===== config.mk =====
export PLATFORM = sky130hd
export DESIGN_NAME = usl_core
export DESIGN_NICKNAME = d
export VERILOG_FILES = /design/src/inc/usl_pkg.sv /design/src/logic/usl_core.sv
export VERILOG_INCLUDE_DIRS = /design/src /design/src/inc
export SDC_FILE = /design/constraint.sdc
export NUM_CORES = 1
export LEC_CHECK = 0
export BUFFER_PORTS_ARGS = -buffer_cell sky130_fd_sc_hd__buf_2
export CORE_UTILIZATION = 45
export CTS_BUF_LIST = sky130_fd_sc_hd__clkbuf_4 sky130_fd_sc_hd__clkbuf_8
export CTS_CLUSTER_DIAMETER = 80
export DETAILED_ROUTE_END_ITERATION = 10
export PLACE_DENSITY = 0.67
export SLEW_MARGIN = 20
export SYNTH_ARGS = -nofsm -noshare
export SYNTH_HDL_FRONTEND = slang
export SYNTH_SLANG_ARGS = --single-unit

===== constraint.sdc =====
create_clock -name I_CLOCK -period 4.4 [get_ports I_CLOCK]
set_input_delay 0.88 -clock I_CLOCK [delete_from_list [all_inputs] [get_ports I_CLOCK]]
set_output_delay 0.88 -clock I_CLOCK [all_outputs]
set_load 0.005 [all_outputs]

===== src/inc/usl_map.svh =====
// register offsets, field positions, reset values and timing constants
`ifndef USL_MAP_SVH
`define USL_MAP_SVH
`define USL_ADDR_W          8
`define USL_OFS_STATUS_CTL  8'h68
`define USL_OFS_SHORT_HOLD  8'h6C
`define USL_OFS_RX_LEVEL    8'h70
`define USL_ALWAYS_BIT      31
`define USL_EN_HI           19
`define USL_EN_W            20
`define USL_HOLD_W          16
`define USL_HOLD_RST        16'h0800
`define USL_LVL_W           14
`define USL_DRAIN_LSB       16
`define USL_HOLD_STEP_PS    16667
`define USL_CLK_PERIOD_PS   10000
`define USL_HOLD_CYC        ((`USL_HOLD_STEP_PS + `USL_CLK_PERIOD_PS - 1) / `USL_CLK_PERIOD_PS)
`endif


===== src/inc/usl_pkg.sv =====
// types for the status endpoint, short packet hold and rx level block
package usl_pkg;
   typedef struct packed {
      logic [7:0]  addr;
      logic [31:0] wdata;
      logic        wr;
      logic        rd;
   } usl_bus_t;

   typedef enum logic [1:0] {
      USL_IDLE,
      USL_WAIT,
      USL_SEND
   } usl_hold_state_t;

   typedef struct packed {
      logic            always_send;
      logic [19:0]     event_en;
      logic [19:0]     event_seen;
      logic            status_send;
      logic [15:0]     hold_val;
      usl_hold_state_t hold_st;
      logic [15:0]     hold_cnt;
      logic [1:0]      step_cnt;
      logic            short_go;
      logic [13:0]     drain_lvl;
      logic [13:0]     fill_lvl;
      logic [13:0]     wr_pkt_cnt;
      logic [13:0]     rd_pkt_cnt;
      logic            usb_rewind;
      logic [31:0]     rdata;
   } usl_state_t;
endpackage : usl_pkg


===== src/logic/usl_core.sv =====
// status endpoint gating, short bulk-in hold and rx fifo level tracking
// Operation
// - always-send set: status packet every poll interval regardless of events
// - always-send clear (reset): send only after an enabled event occurred
// - bits 19..16 gate mac timeout, rx frame, tx halt, rx halt; reset 0
// - bits 15..11 gate phy, tx error, underrun, overrun, rx drop events
// - bits 10..0 gate each general-purpose pin event
// - short bulk-in packet waits programmed 16-bit delay, 16.667 ns steps rounded up to 2 clocks (20 ns), reset 800h
// - drain level rises by whole packet count once packet fully written
// - drain level falls by one per dword read
// - read rewind adds back dwords already read of current packet
// - usb error during send rewinds read data for retransmission
// - fill level rises by one per dword written
// - fill level drops by packet count after packet fully read
// - write rewind subtracts dwords already written of current packet
// - fcs error rewinds partially written frame out of fifo
// - both levels read-only, reset to zero
`timescale 1ns/1ps
`include "usl_map.svh"
module usl_core
   import usl_pkg::*;
(
   input  wire logic        I_CLOCK,        // 100 MHz clock
   input  wire logic        I_ARST_N,       // async reset, active low
   input  wire logic [7:0]  I_ADDR,         // register byte address
   input  wire logic [31:0] I_WDATA,        // write data
   input  wire logic        I_WR,           // write strobe
   input  wire logic        I_RD,           // read strobe
   input  wire logic [19:0] I_EVENTS,       // event pulses, bit order as enables
   input  wire logic        I_POLL,         // interrupt endpoint poll opportunity
   input  wire logic        I_SHORT_REQ,    // short bulk-in packet ready
   input  wire logic        I_WR_DWORD,     // one dword written to rx fifo
   input  wire logic        I_WR_EOP,       // last dword of packet written
   input  wire logic        I_FCS_ERR,      // frame error: rewind write side
   input  wire logic        I_RD_DWORD,     // one dword read from rx fifo
   input  wire logic        I_RD_EOP,       // last dword of packet read
   input  wire logic        I_USB_ERR,      // usb error: rewind read side
   output logic [31:0]      O_RDATA,        // read data, cycle after strobe
   output logic             O_STATUS_SEND,  // send status packet this poll
   output logic             O_SHORT_GO,     // short packet may be sent
   output logic             O_USB_REWIND,   // retransmit current packet
   output logic [13:0]      O_DRAIN_LVL,    // rx read-side level
   output logic [13:0]      O_FILL_LVL      // rx write-side level
);
   localparam logic [1:0] HOLD_CYC = 2'(`USL_HOLD_CYC);

   usl_state_t st_reg;
   usl_state_t st_next;
   wire logic [`USL_EN_HI:0] gated_ev;

   // per-event gate: an event counts only while its enable bit is set
   for (genvar g = 0; g < `USL_EN_W; g++)
   begin : g_event_gate
      assign gated_ev[g] = I_EVENTS[g] & st_reg.event_en[g];
   end

   function automatic logic hit(input logic [7:0] a, input logic [7:0] ofs);
      hit = (a == ofs);
   endfunction : hit

   always_comb
   begin
      logic [19:0] live;
      logic        req;
      logic [13:0] wr_cnt;
      logic [13:0] rd_cnt;
      st_next = st_reg;
      live = '0;
      req = 1'b0;
      wr_cnt = st_reg.wr_pkt_cnt;
      rd_cnt = st_reg.rd_pkt_cnt;
      st_next.usb_rewind = 1'b0;
      // register writes
      if (I_WR)
      begin
         if (hit(I_ADDR, `USL_OFS_STATUS_CTL))
         begin
            st_next.always_send = I_WDATA[`USL_ALWAYS_BIT];
            st_next.event_en = I_WDATA[`USL_EN_HI:0];
         end
         else if (hit(I_ADDR, `USL_OFS_SHORT_HOLD))
         begin
            st_next.hold_val = I_WDATA[`USL_HOLD_W-1:0];
         end
      end
      // register reads; unmapped reads return zero, levels have no write path
      st_next.rdata = '0;
      if (I_RD)
      begin
         if (hit(I_ADDR, `USL_OFS_STATUS_CTL))
         begin
            st_next.rdata[`USL_ALWAYS_BIT] = st_reg.always_send;
            st_next.rdata[`USL_EN_HI:0] = st_reg.event_en;
         end
         else if (hit(I_ADDR, `USL_OFS_SHORT_HOLD))
         begin
            st_next.rdata[`USL_HOLD_W-1:0] = st_reg.hold_val;
         end
         else if (hit(I_ADDR, `USL_OFS_RX_LEVEL))
         begin
            st_next.rdata[`USL_DRAIN_LSB+`USL_LVL_W-1:`USL_DRAIN_LSB] = st_reg.drain_lvl;
            st_next.rdata[`USL_LVL_W-1:0] = st_reg.fill_lvl;
         end
      end
      // event gating: only enabled events are latched, new events beat the poll clear
      live = gated_ev;
      req = |st_reg.event_seen;
      st_next.status_send = 1'b0;
      if (I_POLL)
      begin
         st_next.status_send = st_reg.always_send | req;
         st_next.event_seen = live;
      end
      else
      begin
         st_next.event_seen = st_reg.event_seen | live;
      end
      // short packet hold timer
      st_next.short_go = 1'b0;
      case (st_reg.hold_st)
         USL_IDLE:
         begin
            if (I_SHORT_REQ)
            begin
               st_next.hold_cnt = st_reg.hold_val;
               st_next.step_cnt = '0;
               st_next.hold_st = USL_WAIT;
            end
         end
         USL_WAIT:
         begin
            if (st_reg.hold_cnt == '0)
            begin
               st_next.hold_st = USL_SEND;
            end
            else if (st_reg.step_cnt == HOLD_CYC - 2'h1)
            begin
               st_next.step_cnt = '0;
               st_next.hold_cnt = st_reg.hold_cnt - 16'h0001;
            end
            else
            begin
               st_next.step_cnt = st_reg.step_cnt + 2'h1;
            end
         end
         USL_SEND:
         begin
            st_next.short_go = 1'b1;
            st_next.hold_st = USL_IDLE;
         end
         default:
         begin
            st_next.hold_st = USL_IDLE;
         end
      endcase
      // write side accounting
      if (I_FCS_ERR)
      begin
         st_next.fill_lvl = st_reg.fill_lvl - st_reg.wr_pkt_cnt;
         wr_cnt = '0;
      end
      else if (I_WR_DWORD)
      begin
         wr_cnt = st_reg.wr_pkt_cnt + 14'h0001;
         st_next.fill_lvl = st_reg.fill_lvl + 14'h0001;
      end
      // read side accounting
      if (I_USB_ERR)
      begin
         st_next.drain_lvl = st_reg.drain_lvl + st_reg.rd_pkt_cnt;
         rd_cnt = '0;
         st_next.usb_rewind = 1'b1;
      end
      else if (I_RD_DWORD)
      begin
         rd_cnt = st_reg.rd_pkt_cnt + 14'h0001;
         st_next.drain_lvl = st_reg.drain_lvl - 14'h0001;
      end
      if (!I_FCS_ERR && I_WR_DWORD && I_WR_EOP)
      begin
         st_next.drain_lvl = st_next.drain_lvl + wr_cnt;
         wr_cnt = '0;
      end
      if (!I_USB_ERR && I_RD_DWORD && I_RD_EOP)
      begin
         st_next.fill_lvl = st_next.fill_lvl - rd_cnt;
         rd_cnt = '0;
      end
      st_next.wr_pkt_cnt = wr_cnt;
      st_next.rd_pkt_cnt = rd_cnt;
   end

   always_ff @(posedge I_CLOCK or negedge I_ARST_N)
   begin
      if (!I_ARST_N)
      begin
         st_reg <= '0;
         st_reg.hold_val <= `USL_HOLD_RST;
         st_reg.hold_st <= USL_IDLE;
      end
      else
      begin
         st_reg <= st_next;
      end
   end

   assign O_RDATA = st_reg.rdata;
   assign O_STATUS_SEND = st_reg.status_send;
   assign O_SHORT_GO = st_reg.short_go;
   assign O_USB_REWIND = st_reg.usb_rewind;
   assign O_DRAIN_LVL = st_reg.drain_lvl;
   assign O_FILL_LVL = st_reg.fill_lvl;
endmodule : usl_core


==> results of run 1 <==
==> cells by family after synthesis <==
group | Yosys count
mux | 60
other cells | 1
flops | 167
buf+inv | 167
fa+ha+maj | 61
simple gates | 412
compound gates | 224
xor+xnor | 85
==> power groups by stage <==
stage | Clock (mW) | Combinational [mW] | Sequential [mW]
3_5_place_dp | 0 | 2.57 | 2.05
4_1_cts | 1.10 | 2.59 | 2.02
2_1_floorplan | 0 | 1.97 | 2.00
3_3_place_gp | 0 | 2.53 | 2.05
5_1_grt | 1.16 | 2.94 | 2.06
6_report | 1.07 | 2.61 | 2.03
==> layer usage <==
layer  global-route usage, %  wire length, um  up-vias
met2                    38.5            13200      263
li1                        -                -     4245
met5                       0                0        -
met4                    7.33              506        0
met3                    3.16             1480       29
met1                    31.0            12200     4215
==> layout by cell type, fill, tap and decap left out, types with 7 or more instances in the layout <==
cell type / n
sky130_fd_sc_hd__dfrtp_1: 166
sky130_fd_sc_hd__buf_2: 121
sky130_fd_sc_hd__nor2_1: 100
sky130_fd_sc_hd__nand2_1: 99
sky130_fd_sc_hd__o21ai_0: 73
sky130_fd_sc_hd__inv_1: 63
sky130_fd_sc_hd__ha_1: 57
sky130_fd_sc_hd__a21oi_1: 56
sky130_fd_sc_hd__xnor2_1: 54
sky130_fd_sc_hd__nor3_1: 53
sky130_fd_sc_hd__mux2_2: 51
sky130_fd_sc_hd__buf_4: 39
sky130_fd_sc_hd__xor2_1: 30
sky130_fd_sc_hd__nor2b_1: 26
sky130_fd_sc_hd__nand4_1: 24
sky130_fd_sc_hd__nand3_1: 21
sky130_fd_sc_hd__and3_1: 21
sky130_fd_sc_hd__clkbuf_8: 18
sky130_fd_sc_hd__a222oi_1: 13
sky130_fd_sc_hd__nor4_1: 11
sky130_fd_sc_hd__a211oi_1: 10
sky130_fd_sc_hd__a21o_1: 9
sky130_fd_sc_hd__mux2i_1: 9
sky130_fd_sc_hd__or2_2: 9
sky130_fd_sc_hd__nand2b_1: 8
sky130_fd_sc_hd__a22oi_1: 7
sky130_fd_sc_hd__o21a_1: 7
==> per-stage QoR <==
step	instances	total power, mW	cell area, um^2	setup WS (ns)
after floorplan	1177	3.96	10800	0.161
after global placement	1553	4.58	11400	0.132
after detailed placement	1553	4.63	11400	0.0614
after CTS	1585	5.71	11800	0.0278
after global routing	1585	6.16	11800	0.00990
final	1585	5.72	11800	0.258
==> worst max-delay path by stage <==
stage / end / slack (ns) / cells after the start
finish: O_DRAIN_LVL[13]$_DFF_PN0_ / 0.26 / 17
global route: O_DRAIN_LVL[13]$_DFF_PN0_ / 0.01 / 14
CTS: O_FILL_LVL[13]$_DFF_PN0_ / 0.03 / 20
detailed placement: O_FILL_LVL[13]$_DFF_PN0_ / 0.06 / 19
global placement: O_FILL_LVL[13]$_DFF_PN0_ / 0.13 / 19
floorplan: O_DRAIN_LVL[13]$_DFF_PN0_ / 0.16 / 15
==> final cells by class <==
| type | count | area, um^2 |
|---|---|---|
| tap | 319 | 399 |
| fill | 2160 | 11600 |
| clock inverter | 13 | 123 |
| timing repair buffer | 161 | 910 |
| clock buffer | 19 | 255 |
| sequential | 167 | 4180 |
| multi-input combinational | 843 | 5730 |
| inverter | 63 | 236 |
==> timing repair <==
item | CTS | global route
gates resized for setup | 1 | 6
setup endpoints to repair | 1 | 3
pin swaps | 0 | 0
==> load_flow_metrics.sql, run 1 <==
INSERT INTO impl_metrics (metric_group, metric, value, unit) VALUES
('run_status', 'status', 'finished clean', ''),
('die', 'horizontal_extent_of_the_die', '157', 'um'),
('drt', 'detailroute.via_count', '8752', ''),
('drt', 'drt_pre_antenna_iters', '10', ''),
('global_route', 'grt_max_degree', '84', ''),
('sta', 'fmax', '241', 'MHz'),
('power', 'internal_power', '3.38', 'mW'),
('power', 'switching_part_of_the_total_power', '41.0', '%'),
('critical_path', 'end_of_the_worst_register_to_register_path', 'O_DRAIN_LVL[13]$_DFF_PN0_', ''),
('clock_network', 'cts-buffers-inserted', '17', ''),
('critical_path', 'worstSetupStartpoint', 'O_DRAIN_LVL[0]$_DFF_PN0_', ''),
('sta', 'drv_slew', '0', ''),
('clock_network', 'clock_insertion_delay_worst_skew', '0.46', 'ns'),
('clock_network', 'post-cts-setup-buffers', '0', ''),
('synthesis', 'synth_sequential_area_ratio', '38.9', '%'),
('power', 'netSwitchingPower', '2.34', 'mW'),
('sta', 'worstMarginPinSlew', '1.09', 'ns'),
('clock_network', 'post_cts_hold_fix_bufs', '0', ''),
('critical_path', 'crit_chain', 'ha_1, inv_1, fa_1, nor2b_1, o2111ai_1, nand3b_1, a21o_1, a21oi_1, xor2_1, o21ai_0, ha_1, and3_1, a2111o_1, o311ai_2, mux2i_1, xor2_1, xnor2_1', ''),
('synthesis', 'multiplexer_fraction_of_the_synthesized_cell_area', '6.18', '%'),
('power', 'sequential_share_of_power', '35.5', '%'),
('drt', 'viasPerCell', '5.52', ''),
('placement', 'detailed_place_hpwl', '20.7', 'mm'),
('critical_path', 'worst-path-max-fanout', '5', ''),
('sta', 'timing.slew.headroom', '27.2', '%'),
('die', 'die_height', '157', 'um'),
('sta', 'final_hold_viol_count', '0', ''),
('drt', 'drt-wirelength-per-cell', '17.3', 'um'),
('critical_path', 'regToRegStartpoint', 'O_DRAIN_LVL[0]$_DFF_PN0_', ''),
('critical_path', 'reg2reg_slack', '0.26', 'ns'),
('critical_path', 'crit_type', 'register to register', ''),
('die', 'rows', '56', ''),
('clock_network', 'clock_tree_from_tritoncts', 'done', ''),
('power', 'static-leakage-power', '5.50', 'nW'),
('synthesis', 'async_reset_ff_share', '100', '%'),
('die', 'initial_core_util', '45.8', '%'),
('clock_network', 'cts_buffer_depth', '2', ''),
('sta', 'timing.final.setup_violations', '0', ''),
('drt', 'wl', '27.4', 'mm'),
('power', 'clkPwrFrac', '18.8', '%'),
('synthesis', 'yosys.area_share.simple', '19.3', '%'),
('synthesis', 'synth.yosys.warnings', '0', ''),
('synthesis', 'synth_top_cell_area_share', '38.6', '%'),
('global_route', 'wire_length_of_the_first_global_routing_pass', '43.7', 'mm'),
('synthesis', 'synth-seq-cells', '167', ''),
('run', 'reported_max_cap_violation_count', '0', ''),
('sta', 'min_period', '4.14', 'ns'),
('synthesis', 'synthesis.instances', '1177', ''),
('synthesis', 'largest_family_of_logic_cells_by_synthesized_area', 'simple AND/OR/NAND/NOR gates', ''),
('critical_path', 'timing.critical_path.max_delay_family', 'compound AO/OA/AOI/OAI gates', ''),
('power', 'power.density', '483', 'mW/mm^2'),
('synthesis', 'synth_flop_cell', 'sky130_fd_sc_hd__dfrtp_1', ''),
('die', 'core_area', '0.0235', 'mm^2'),
('synthesis', 'synth_enable_flop_cells', '0', ''),
('clock_network', 'cts.sink_count', '167', ''),
('drt', 'post-route-drc-count', '0', ''),
('drt', 'final_antenna_net_count', '0', ''),
('final_layout', 'area.growth.synth_to_final', '10.1', '%'),
('sta', 'setup_repair_after_global_routing_missed_its_margin', 'false', ''),
('synthesis', 'fraction_of_synthesized_cell_area_in_xor_and_xnor_cells', '6.99', '%'),
('placement', 'gp_routability_congestion', '0.836', ''),
('global_route', 'grt_pass1_vias', '8469', ''),
('synthesis', 'synth_compound_gate_area_share', '13.3', '%'),
('global_route', 'grt_usage', '23.1', '%'),
('critical_path', 'cp_arrival', '4.53', 'ns'),
('final_layout', 'finalCoreUtilization', '50.4', '%'),
('drt', 'drt_iter0_drc', '722', ''),
('critical_path', 'critical_path_buf_inv_count', '1', ''),
('critical_path', 'cp_data_required_time', '4.79', 'ns'),
('sta', 'final.setup.tns', '0', 'ns'),
('synthesis', 'post_synth_most_frequent_cells', 'sky130_fd_sc_hd__dfrtp_1, sky130_fd_sc_hd__nor2_1, sky130_fd_sc_hd__nand2_1', '');
(Power assumes the default switching activity.)
==> run 2: changes to the inputs <==
--- a/config.mk
+++ b/config.mk
@@ -7,6 +7,7 @@
 export NUM_CORES = 1
 export LEC_CHECK = 0
 export BUFFER_PORTS_ARGS = -buffer_cell sky130_fd_sc_hd__buf_2
+export CORE_ASPECT_RATIO = 0.75
 export CORE_UTILIZATION = 45
 export CTS_BUF_LIST = sky130_fd_sc_hd__clkbuf_4 sky130_fd_sc_hd__clkbuf_8
 export CTS_CLUSTER_DIAMETER = 80
==> run 2 against run 1 <==
Clock-buffer cell count increased by 4. Sequential cell count unchanged. Critical path depth increased by 2. Largest cell class unchanged. Wire length increased by 0.70%. Clock power increased by 4%.
==> load_flow_metrics.sql, run 2 (same netlist as run 1, synthesis figures left out) <==
INSERT INTO impl_metrics (metric_group, metric, value, unit) VALUES
('drt', 'drt-wirelength-per-cell', '17.7', 'um'),
('drt', 'viasPerCell', '5.66', ''),
('clock_network', 'clock_insertion_delay_worst_skew', '0.47', 'ns'),
('die', 'io_pins', '135', ''),
('critical_path', 'reg2reg_slack', '0.34', 'ns'),
('sta', 'fmax', '246', 'MHz'),
('drt', 'wl', '27.6', 'mm'),
('final_layout', 'final_cell_mix', 'sky130_fd_sc_hd__dfrtp_1, sky130_fd_sc_hd__buf_2, sky130_fd_sc_hd__nor2_1', ''),
('die', 'horizontal_extent_of_the_die', '180', 'um'),
('sta', 'min_period', '4.06', 'ns'),
('sta', 'postLayoutSetupSlackWorst', '0.337', 'ns'),
('sta', 'setup_repair_after_global_routing_missed_its_margin', 'false', ''),
('hold_path', 'hold_path.class', 'input pin to asynchronous set/reset pin', ''),
('critical_path', 'cp_data_required_time', '4.80', 'ns'),
('drt', 'drt_iter0_drc', '748', ''),
('die', 'die_height', '136', 'um'),
('critical_path', 'worst-path-max-fanout', '2', ''),
('run_status', 'status', 'finished clean', ''),
('placement', 'buffer_ports.inserted', '122', ''),
('die', 'die_area', '0.0245', 'mm^2'),
('final_layout', 'area.growth.synth_to_final', '10.1', '%'),
('final_layout', 'largest_reg_flops', '105', ''),
('clock_network', 'clock_tree_from_tritoncts', 'done', ''),
('global_route', 'global_route.overflow_total', '0', ''),
('final_layout', 'mostFrequentLayoutCell', 'sky130_fd_sc_hd__dfrtp_1', ''),
('power', 'power.density', '488', 'mW/mm^2'),
('sta', 'drv_slew', '0', ''),
('sta', 'worstMarginPinSlew', '0.913', 'ns'),
('power', 'static-leakage-power', '5.51', 'nW'),
('critical_path', 'cp_arrival', '4.46', 'ns'),
('final_layout', 'drive_gt1_share', '21.4', '%'),
('critical_path', 'crit_type', 'register to register', ''),
('critical_path', 'worstSetupStartpointType', 'register', ''),
('sta', 'timing.slew.headroom', '39.0', '%'),
('final_layout', 'num_antenna_cells', '0', ''),
('run', 'reported_max_cap_violation_count', '0', ''),
('clock_network', 'h_tree_level_count', '4', ''),
('global_route', 'grt_pass1_vias', '8502', ''),
('power', 'vdd_drop_max', '0.000266', 'V'),
('global_route', 'number_of_antenna_violations_at_the_first_check_in_global_routing', '0', ''),
('clock_network', 'cts-buffers-inserted', '17', ''),
('sta', 'final_hold_viol_count', '0', ''),
('clock_network', 'clockRootBuffer', 'sky130_fd_sc_hd__clkbuf_8', ''),
('placement', 'preCtsSetupSlack', '-0.0294', 'ns'),
('global_route', 'wire_length_of_the_first_global_routing_pass', '44.9', 'mm'),
('drt', 'final_antenna_net_count', '0', ''),
('global_route', 'grt_max_degree', '122', ''),
('placement', 'detailed_place_hpwl', '20.9', 'mm'),
('die', 'initial_core_util', '46.3', '%'),
('drt', 'detailroute.via_count', '8841', ''),
('die', 'core_area', '0.0232', 'mm^2'),
('sta', 'finalClockSkew', '0.00934', 'ns'),
('final_layout', 'final_stage_net_count', '1382', ''),
('clock_network', 'cts_buffer_depth', '2', ''),
('global_route', 'grt_usage', '23.5', '%'),
('clock_network', 'clkTransAtPathRegs', '0.09', 'ns'),
('drt', 'post-route-drc-count', '0', ''),
('critical_path', 'worst_setup_path_end_kind', 'register', ''),
('clock_network', 'post_cts_hold_fix_bufs', '0', ''),
('sta', 'period_utilisation_layout', '92.3', '%'),
('sta', 'timing.final.setup_violations', '0', ''),
('placement', 'gp_routability_congestion', '0.908', ''),
('clock_network', 'cts.sink_count', '167', ''),
('power', 'design_power_total', '5.77', 'mW'),
('drt', 'drt_pre_antenna_iters', '5', ''),
('sta', 'hold_ws', '0.331', 'ns'),
('final_layout', 'finalCoreUtilization', '50.9', '%'),
('die', 'rows', '48', '');
==> run 2: cell types whose count changed in the layout (fill, tap and decap cells not counted), moves of 2 or more <==
cell                         change
sky130_fd_sc_hd__clkbuf_4        +4
sky130_fd_sc_hd__clkinvlp_4      -2
sky130_fd_sc_hd__inv_6           -2
sky130_fd_sc_hd__buf_4           -5
==> run 2: worst paths after layout <==
kind,to,cells after the start,start
max,O_FILL_LVL[13]$_DFF_PN0_,19,st_reg[47]$_DFF_PN0_
min,O_RDATA[1]$_DFF_PN0_,1,I_ARST_N
max reg2reg,O_FILL_LVL[13]$_DFF_PN0_,19,st_reg[47]$_DFF_PN0_
min reg2reg,O_SHORT_GO$_DFF_PN0_,1,st_reg[108]$_DFFE_PN0P_
max in group asynchronous,O_RDATA[26]$_DFF_PN0_,2,I_ARST_N
min in group I_CLOCK,O_SHORT_GO$_DFF_PN0_,1,st_reg[108]$_DFFE_PN0P_
==> run 2: metal layers <==
| metal | GRT usage [%] | wire length [um] | part of all wire (%) | vias to the layer above |
|---|---|---|---|---|
| met5 | 0 | 0 | 0 | - |
| met3 | 4.80 | 1930 | 7.0 | 17 |
| met1 | 35.6 | 14100 | 51 | 4290 |
| met4 | 4.89 | 176 | 0.64 | 0 |
| li1 | - | - | - | 4234 |
| met2 | 34.3 | 11400 | 41 | 300 |
==> run 2: stage by stage <==
stage	instance area (um^2)	setup TNS, ns	cells
2_1_floorplan	10800	0	1177
6_report	11800	0	1561
3_5_place_dp	11400	-0.0294	1530
4_1_cts	11800	0	1561
5_1_grt	11800	0	1561
3_3_place_gp	11400	0	1530
==> run 2: cell type report <==
type / instances / area [um^2]
Multi-Input combinational cell: 843 / 5760
Clock buffer: 23 / 285
Tap cell: 300 / 375
Fill cell: 2186 / 11400
Timing Repair Buffer: 157 / 892
Clock inverter: 8 / 100
Inverter: 63 / 236
Sequential cell: 167 / 4180
==> run 2: repair_timing <==
item,4_1_cts,5_1_grt
endpoints found under the hold margin,0,0
gates cloned,0,0
setup endpoints to repair,1,4
setup buffers,0,0
resized for setup,2,13
==> run 2: where the power goes <==
| part | total, mW | internal [mW] | leakage (nW) | switching (mW) |
|---|---|---|---|---|
| registers | 2.04 | 1.75 | 2.23 | 0.284 |
| clock network | 1.11 | 0.546 | 0.201 | 0.563 |
| logic | 2.62 | 1.15 | 3.08 | 1.47 |
| total | 5.77 | 3.45 | 5.51 | 2.32 |
==> run 2: critical path, stage by stage, from the launching register on <==
cell                        delay, ns
sky130_fd_sc_hd__dfrtp_1         0.44
sky130_fd_sc_hd__ha_1            0.23
sky130_fd_sc_hd__fa_1            0.41
sky130_fd_sc_hd__nor2b_1         0.13
sky130_fd_sc_hd__o21ai_1         0.08
sky130_fd_sc_hd__a21boi_1        0.19
sky130_fd_sc_hd__o21a_1          0.15
sky130_fd_sc_hd__o21ai_1         0.08
sky130_fd_sc_hd__a21boi_1        0.18
sky130_fd_sc_hd__o21ai_0         0.13
sky130_fd_sc_hd__a31o_2          0.26
sky130_fd_sc_hd__ha_1            0.30
sky130_fd_sc_hd__nand3_1         0.12
sky130_fd_sc_hd__a2111oi_4       0.21
sky130_fd_sc_hd__buf_4           0.16
sky130_fd_sc_hd__nor3_1          0.07
sky130_fd_sc_hd__o41ai_2         0.34
sky130_fd_sc_hd__xor2_1          0.19
sky130_fd_sc_hd__and2_4          0.18
sky130_fd_sc_hd__xor2_1          0.15
==> run 3: changes to the inputs <==
--- a/config.mk
+++ b/config.mk
@@ -8,11 +8,11 @@
 export LEC_CHECK = 0
 export BUFFER_PORTS_ARGS = -buffer_cell sky130_fd_sc_hd__buf_2
 export CORE_ASPECT_RATIO = 0.75
-export CORE_UTILIZATION = 45
+export CORE_UTILIZATION = 55
 export CTS_BUF_LIST = sky130_fd_sc_hd__clkbuf_4 sky130_fd_sc_hd__clkbuf_8
 export CTS_CLUSTER_DIAMETER = 80
 export DETAILED_ROUTE_END_ITERATION = 10
-export PLACE_DENSITY = 0.67
+export PLACE_DENSITY = 0.79
 export SLEW_MARGIN = 20
 export SYNTH_ARGS = -nofsm -noshare
 export SYNTH_HDL_FRONTEND = slang
==> run 3 against run 2 <==
Sequential cell count stayed put. Sequential share of layout area is 0.24 points higher. Core utilization is 12 points higher. Critical path depth stayed put.
==> load_flow_metrics.sql, run 3 (same netlist as run 1, synthesis figures left out) <==
INSERT INTO impl_metrics (metric_group, metric, value, unit) VALUES
('sta', 'final_hold_viol_count', '0', ''),
('clock_network', 'clockRootBuffer', 'sky130_fd_sc_hd__clkbuf_8', ''),
('power', 'power.density', '494', 'mW/mm^2'),
('critical_path', 'worst_setup_path_end_kind', 'register', ''),
('final_layout', 'finalCoreUtilization', '62.4', '%'),
('critical_path', 'cp.depth', '19', ''),
('final_layout', 'multiInputGateArea', '0.00573', 'mm^2'),
('power', 'design_power_total', '5.80', 'mW'),
('drt', 'drt_iter0_drc', '812', ''),
('sta', 'fmax', '243', 'MHz'),
('critical_path', 'worstSetupStartpointType', 'register', ''),
('global_route', 'wire_length_of_the_first_global_routing_pass', '43.9', 'mm'),
('die', 'horizontal_extent_of_the_die', '163', 'um'),
('final_layout', 'fillerInstances', '1589', ''),
('drt', 'final_antenna_net_count', '0', ''),
('global_route', 'grt_usage', '28.2', '%'),
('sta', 'final.setup.tns', '0', 'ns'),
('critical_path', 'critical_path_buf_inv_count', '2', ''),
('final_layout', 'largest_reg_flops', '105', ''),
('critical_path', 'cp_data_required_time', '4.80', 'ns'),
('final_layout', 'final_stage_net_count', '1383', ''),
('global_route', 'global_route.overflow_total', '0', ''),
('final_layout', 'mostFrequentLayoutCell', 'sky130_fd_sc_hd__dfrtp_1', ''),
('critical_path', 'reg2reg_slack', '0.29', 'ns'),
('critical_path', 'regToRegStartpoint', 'st_reg[49]$_DFF_PN0_', ''),
('drt', 'viasPerCell', '5.95', ''),
('sta', 'setup_repair_after_global_routing_missed_its_margin', 'false', ''),
('critical_path', 'rr_worst_depth', '19', ''),
('hold_path', 'hold_path.class', 'register to register', ''),
('drt', 'drt-wirelength-per-cell', '17.9', 'um'),
('critical_path', 'worst-path-max-fanout', '3', ''),
('sta', 'worstMarginPinSlew', '1.04', 'ns'),
('sta', 'timing.slew.headroom', '30.2', '%'),
('clock_network', 'clkTransAtPathRegs', '0.11', 'ns'),
('sta', 'drv_slew', '0', ''),
('die', 'die_area', '0.0201', 'mm^2'),
('clock_network', 'clock_tree_from_tritoncts', 'done', ''),
('global_route', 'grt-busiest-layer', 'met2', ''),
('sta', 'timing.final.setup_violations', '0', ''),
('clock_network', 'cts.sink_count', '167', ''),
('clock_network', 'h_tree_level_count', '4', ''),
('critical_path', 'timing.critical_path.max_delay_family', 'compound AO/OA/AOI/OAI gates', ''),
('clock_network', 'clock_insertion_delay_worst_skew', '0.47', 'ns'),
('critical_path', 'worstSetupEndpoint', 'O_FILL_LVL[13]$_DFF_PN0_', ''),
('global_route', 'grt_pass1_vias', '8495', ''),
('run_status', 'status', 'finished clean', ''),
('die', 'die_height', '123', 'um'),
('die', 'io_pins', '135', ''),
('final_layout', 'area.growth.synth_to_final', '9.33', '%'),
('sta', 'period_utilisation_layout', '93.4', '%'),
('placement', 'gp_routability_congestion', '0.927', ''),
('critical_path', 'critPathMaxStageDelay', '0.38', 'ns'),
('critical_path', 'slowest_stage', 'sky130_fd_sc_hd__dfrtp_1', ''),
('drt', 'wl', '27.0', 'mm'),
('drt', 'drt_pre_antenna_iters', '6', ''),
('global_route', 'use_met1', '41.9', '%'),
('final_layout', 'num_antenna_cells', '0', ''),
('sta', 'min_period', '4.11', 'ns'),
('sta', 'finalClockSkew', '0.0166', 'ns'),
('clock_network', 'cts-buffers-inserted', '17', ''),
('critical_path', 'crit_type', 'register to register', ''),
('hold_path', 'worstHoldPathCells', '2', ''),
('final_layout', 'register_area', '0.00418', 'mm^2'),
('global_route', 'grt_max_degree', '118', ''),
('final_layout', 'drive_gt1_share', '21.1', '%'),
('global_route', 'use_met3', '5.07', '%'),
('final_layout', 'final_cell_mix', 'sky130_fd_sc_hd__dfrtp_1, sky130_fd_sc_hd__buf_2, sky130_fd_sc_hd__nor2_1', ''),
('drt', 'post-route-drc-count', '0', ''),
('critical_path', 'cp_arrival', '4.51', 'ns'),
('clock_network', 'cts_buffer_depth', '2', ''),
('power', 'vdd_drop_max', '0.000320', 'V'),
('clock_network', 'post_cts_hold_fix_bufs', '0', ''),
('drt', 'detailroute.via_count', '8984', ''),
('critical_path', 'worstSetupStartpoint', 'st_reg[49]$_DFF_PN0_', ''),
('placement', 'buffer_ports.inserted', '122', ''),
('critical_path', 'end_of_the_worst_register_to_register_path', 'O_FILL_LVL[13]$_DFF_PN0_', ''),
('placement', 'detailed_place_hpwl', '20.4', 'mm'),
('global_route', 'groute.layer.met2.usage', '42.4', '%'),
('power', 'static-leakage-power', '5.50', 'nW'),
('die', 'initial_core_util', '57.1', '%'),
('die', 'core_area', '0.0188', 'mm^2'),
('global_route', 'number_of_antenna_violations_at_the_first_check_in_global_routing', '1', ''),
('run', 'reported_max_cap_violation_count', '0', ''),
('die', 'rows', '43', ''),
('critical_path', 'crit_chain', 'inv_1, ha_1, nor2b_1, o21ai_0, a21boi_1, o21a_1, o21ai_1, a21boi_0, or3_1, a31o_2, ha_1, nand3_1, a2111oi_2, buf_4, nor3_1, o41ai_2, xor2_1, and2_1, xor2_1', '');
==> run 3: per-stage QoR <==
stage	hold WS, ns	worst slack, ns	instance area (um^2)	cells
6_report	0.497	0.292	11800	1510
2_1_floorplan	0.447	0.161	10800	1177
3_5_place_dp	0.485	0.114	11300	1478
4_1_cts	0.504	0.0584	11700	1510
3_3_place_gp	0.465	0.124	11300	1478
5_1_grt	0.519	0.0222	11800	1510
==> run 3: where the power goes <==
part	internal [mW]	total (mW)	switching, mW
sequential	1.75	2.04	0.287
combinational	1.15	2.63	1.48
clock	0.473	1.13	0.660
total	3.37	5.80	2.43
==> run 3: worst min-delay path by stage <==
stage	start	slack, ns	to
floorplan	st_reg[108]$_DFFE_PN0P_	0.45	O_SHORT_GO$_DFF_PN0_
global placement	st_reg[108]$_DFFE_PN0P_	0.46	O_SHORT_GO$_DFF_PN0_
detailed placement	st_reg[108]$_DFFE_PN0P_	0.48	O_SHORT_GO$_DFF_PN0_
CTS	st_reg[162]$_DFFE_PN0P_	0.50	st_reg[142]$_DFF_PN0_
global route	st_reg[108]$_DFFE_PN0P_	0.52	O_SHORT_GO$_DFF_PN0_
finish	st_reg[162]$_DFFE_PN0P_	0.50	st_reg[142]$_DFF_PN0_
==> run 3: timing repair <==
item                                    in CTS  in global routing
buffers inserted                             0                  0
resized for setup                            0                  7
endpoints found under the setup margin       0                  3
==> run 3: tightest hold or removal path, cell delays in order, from the launching register on <==
cell,delay (ns)
sky130_fd_sc_hd__dfrtp_1,0.37
sky130_fd_sc_hd__nand2_1,0.05
sky130_fd_sc_hd__o21ai_0,0.05
==> run 3: layout make-up <==
cell class | count | area share (%)
multi-input cells | 843 | 48.8
inverters | 63 | 2.01
clock inverters | 15 | 1.35
clock buffers | 17 | 1.99
well taps | 247 | 2.63
repair buffers | 158 | 7.68
flip-flops and latches | 167 | 35.6
==> run 3: per-layer routing <==
layer	up-vias	part of all wire [%]
li1	4231	-
met1	4354	47
met2	371	43
met3	28	8.9
met4	0	1.3
met5	-	0
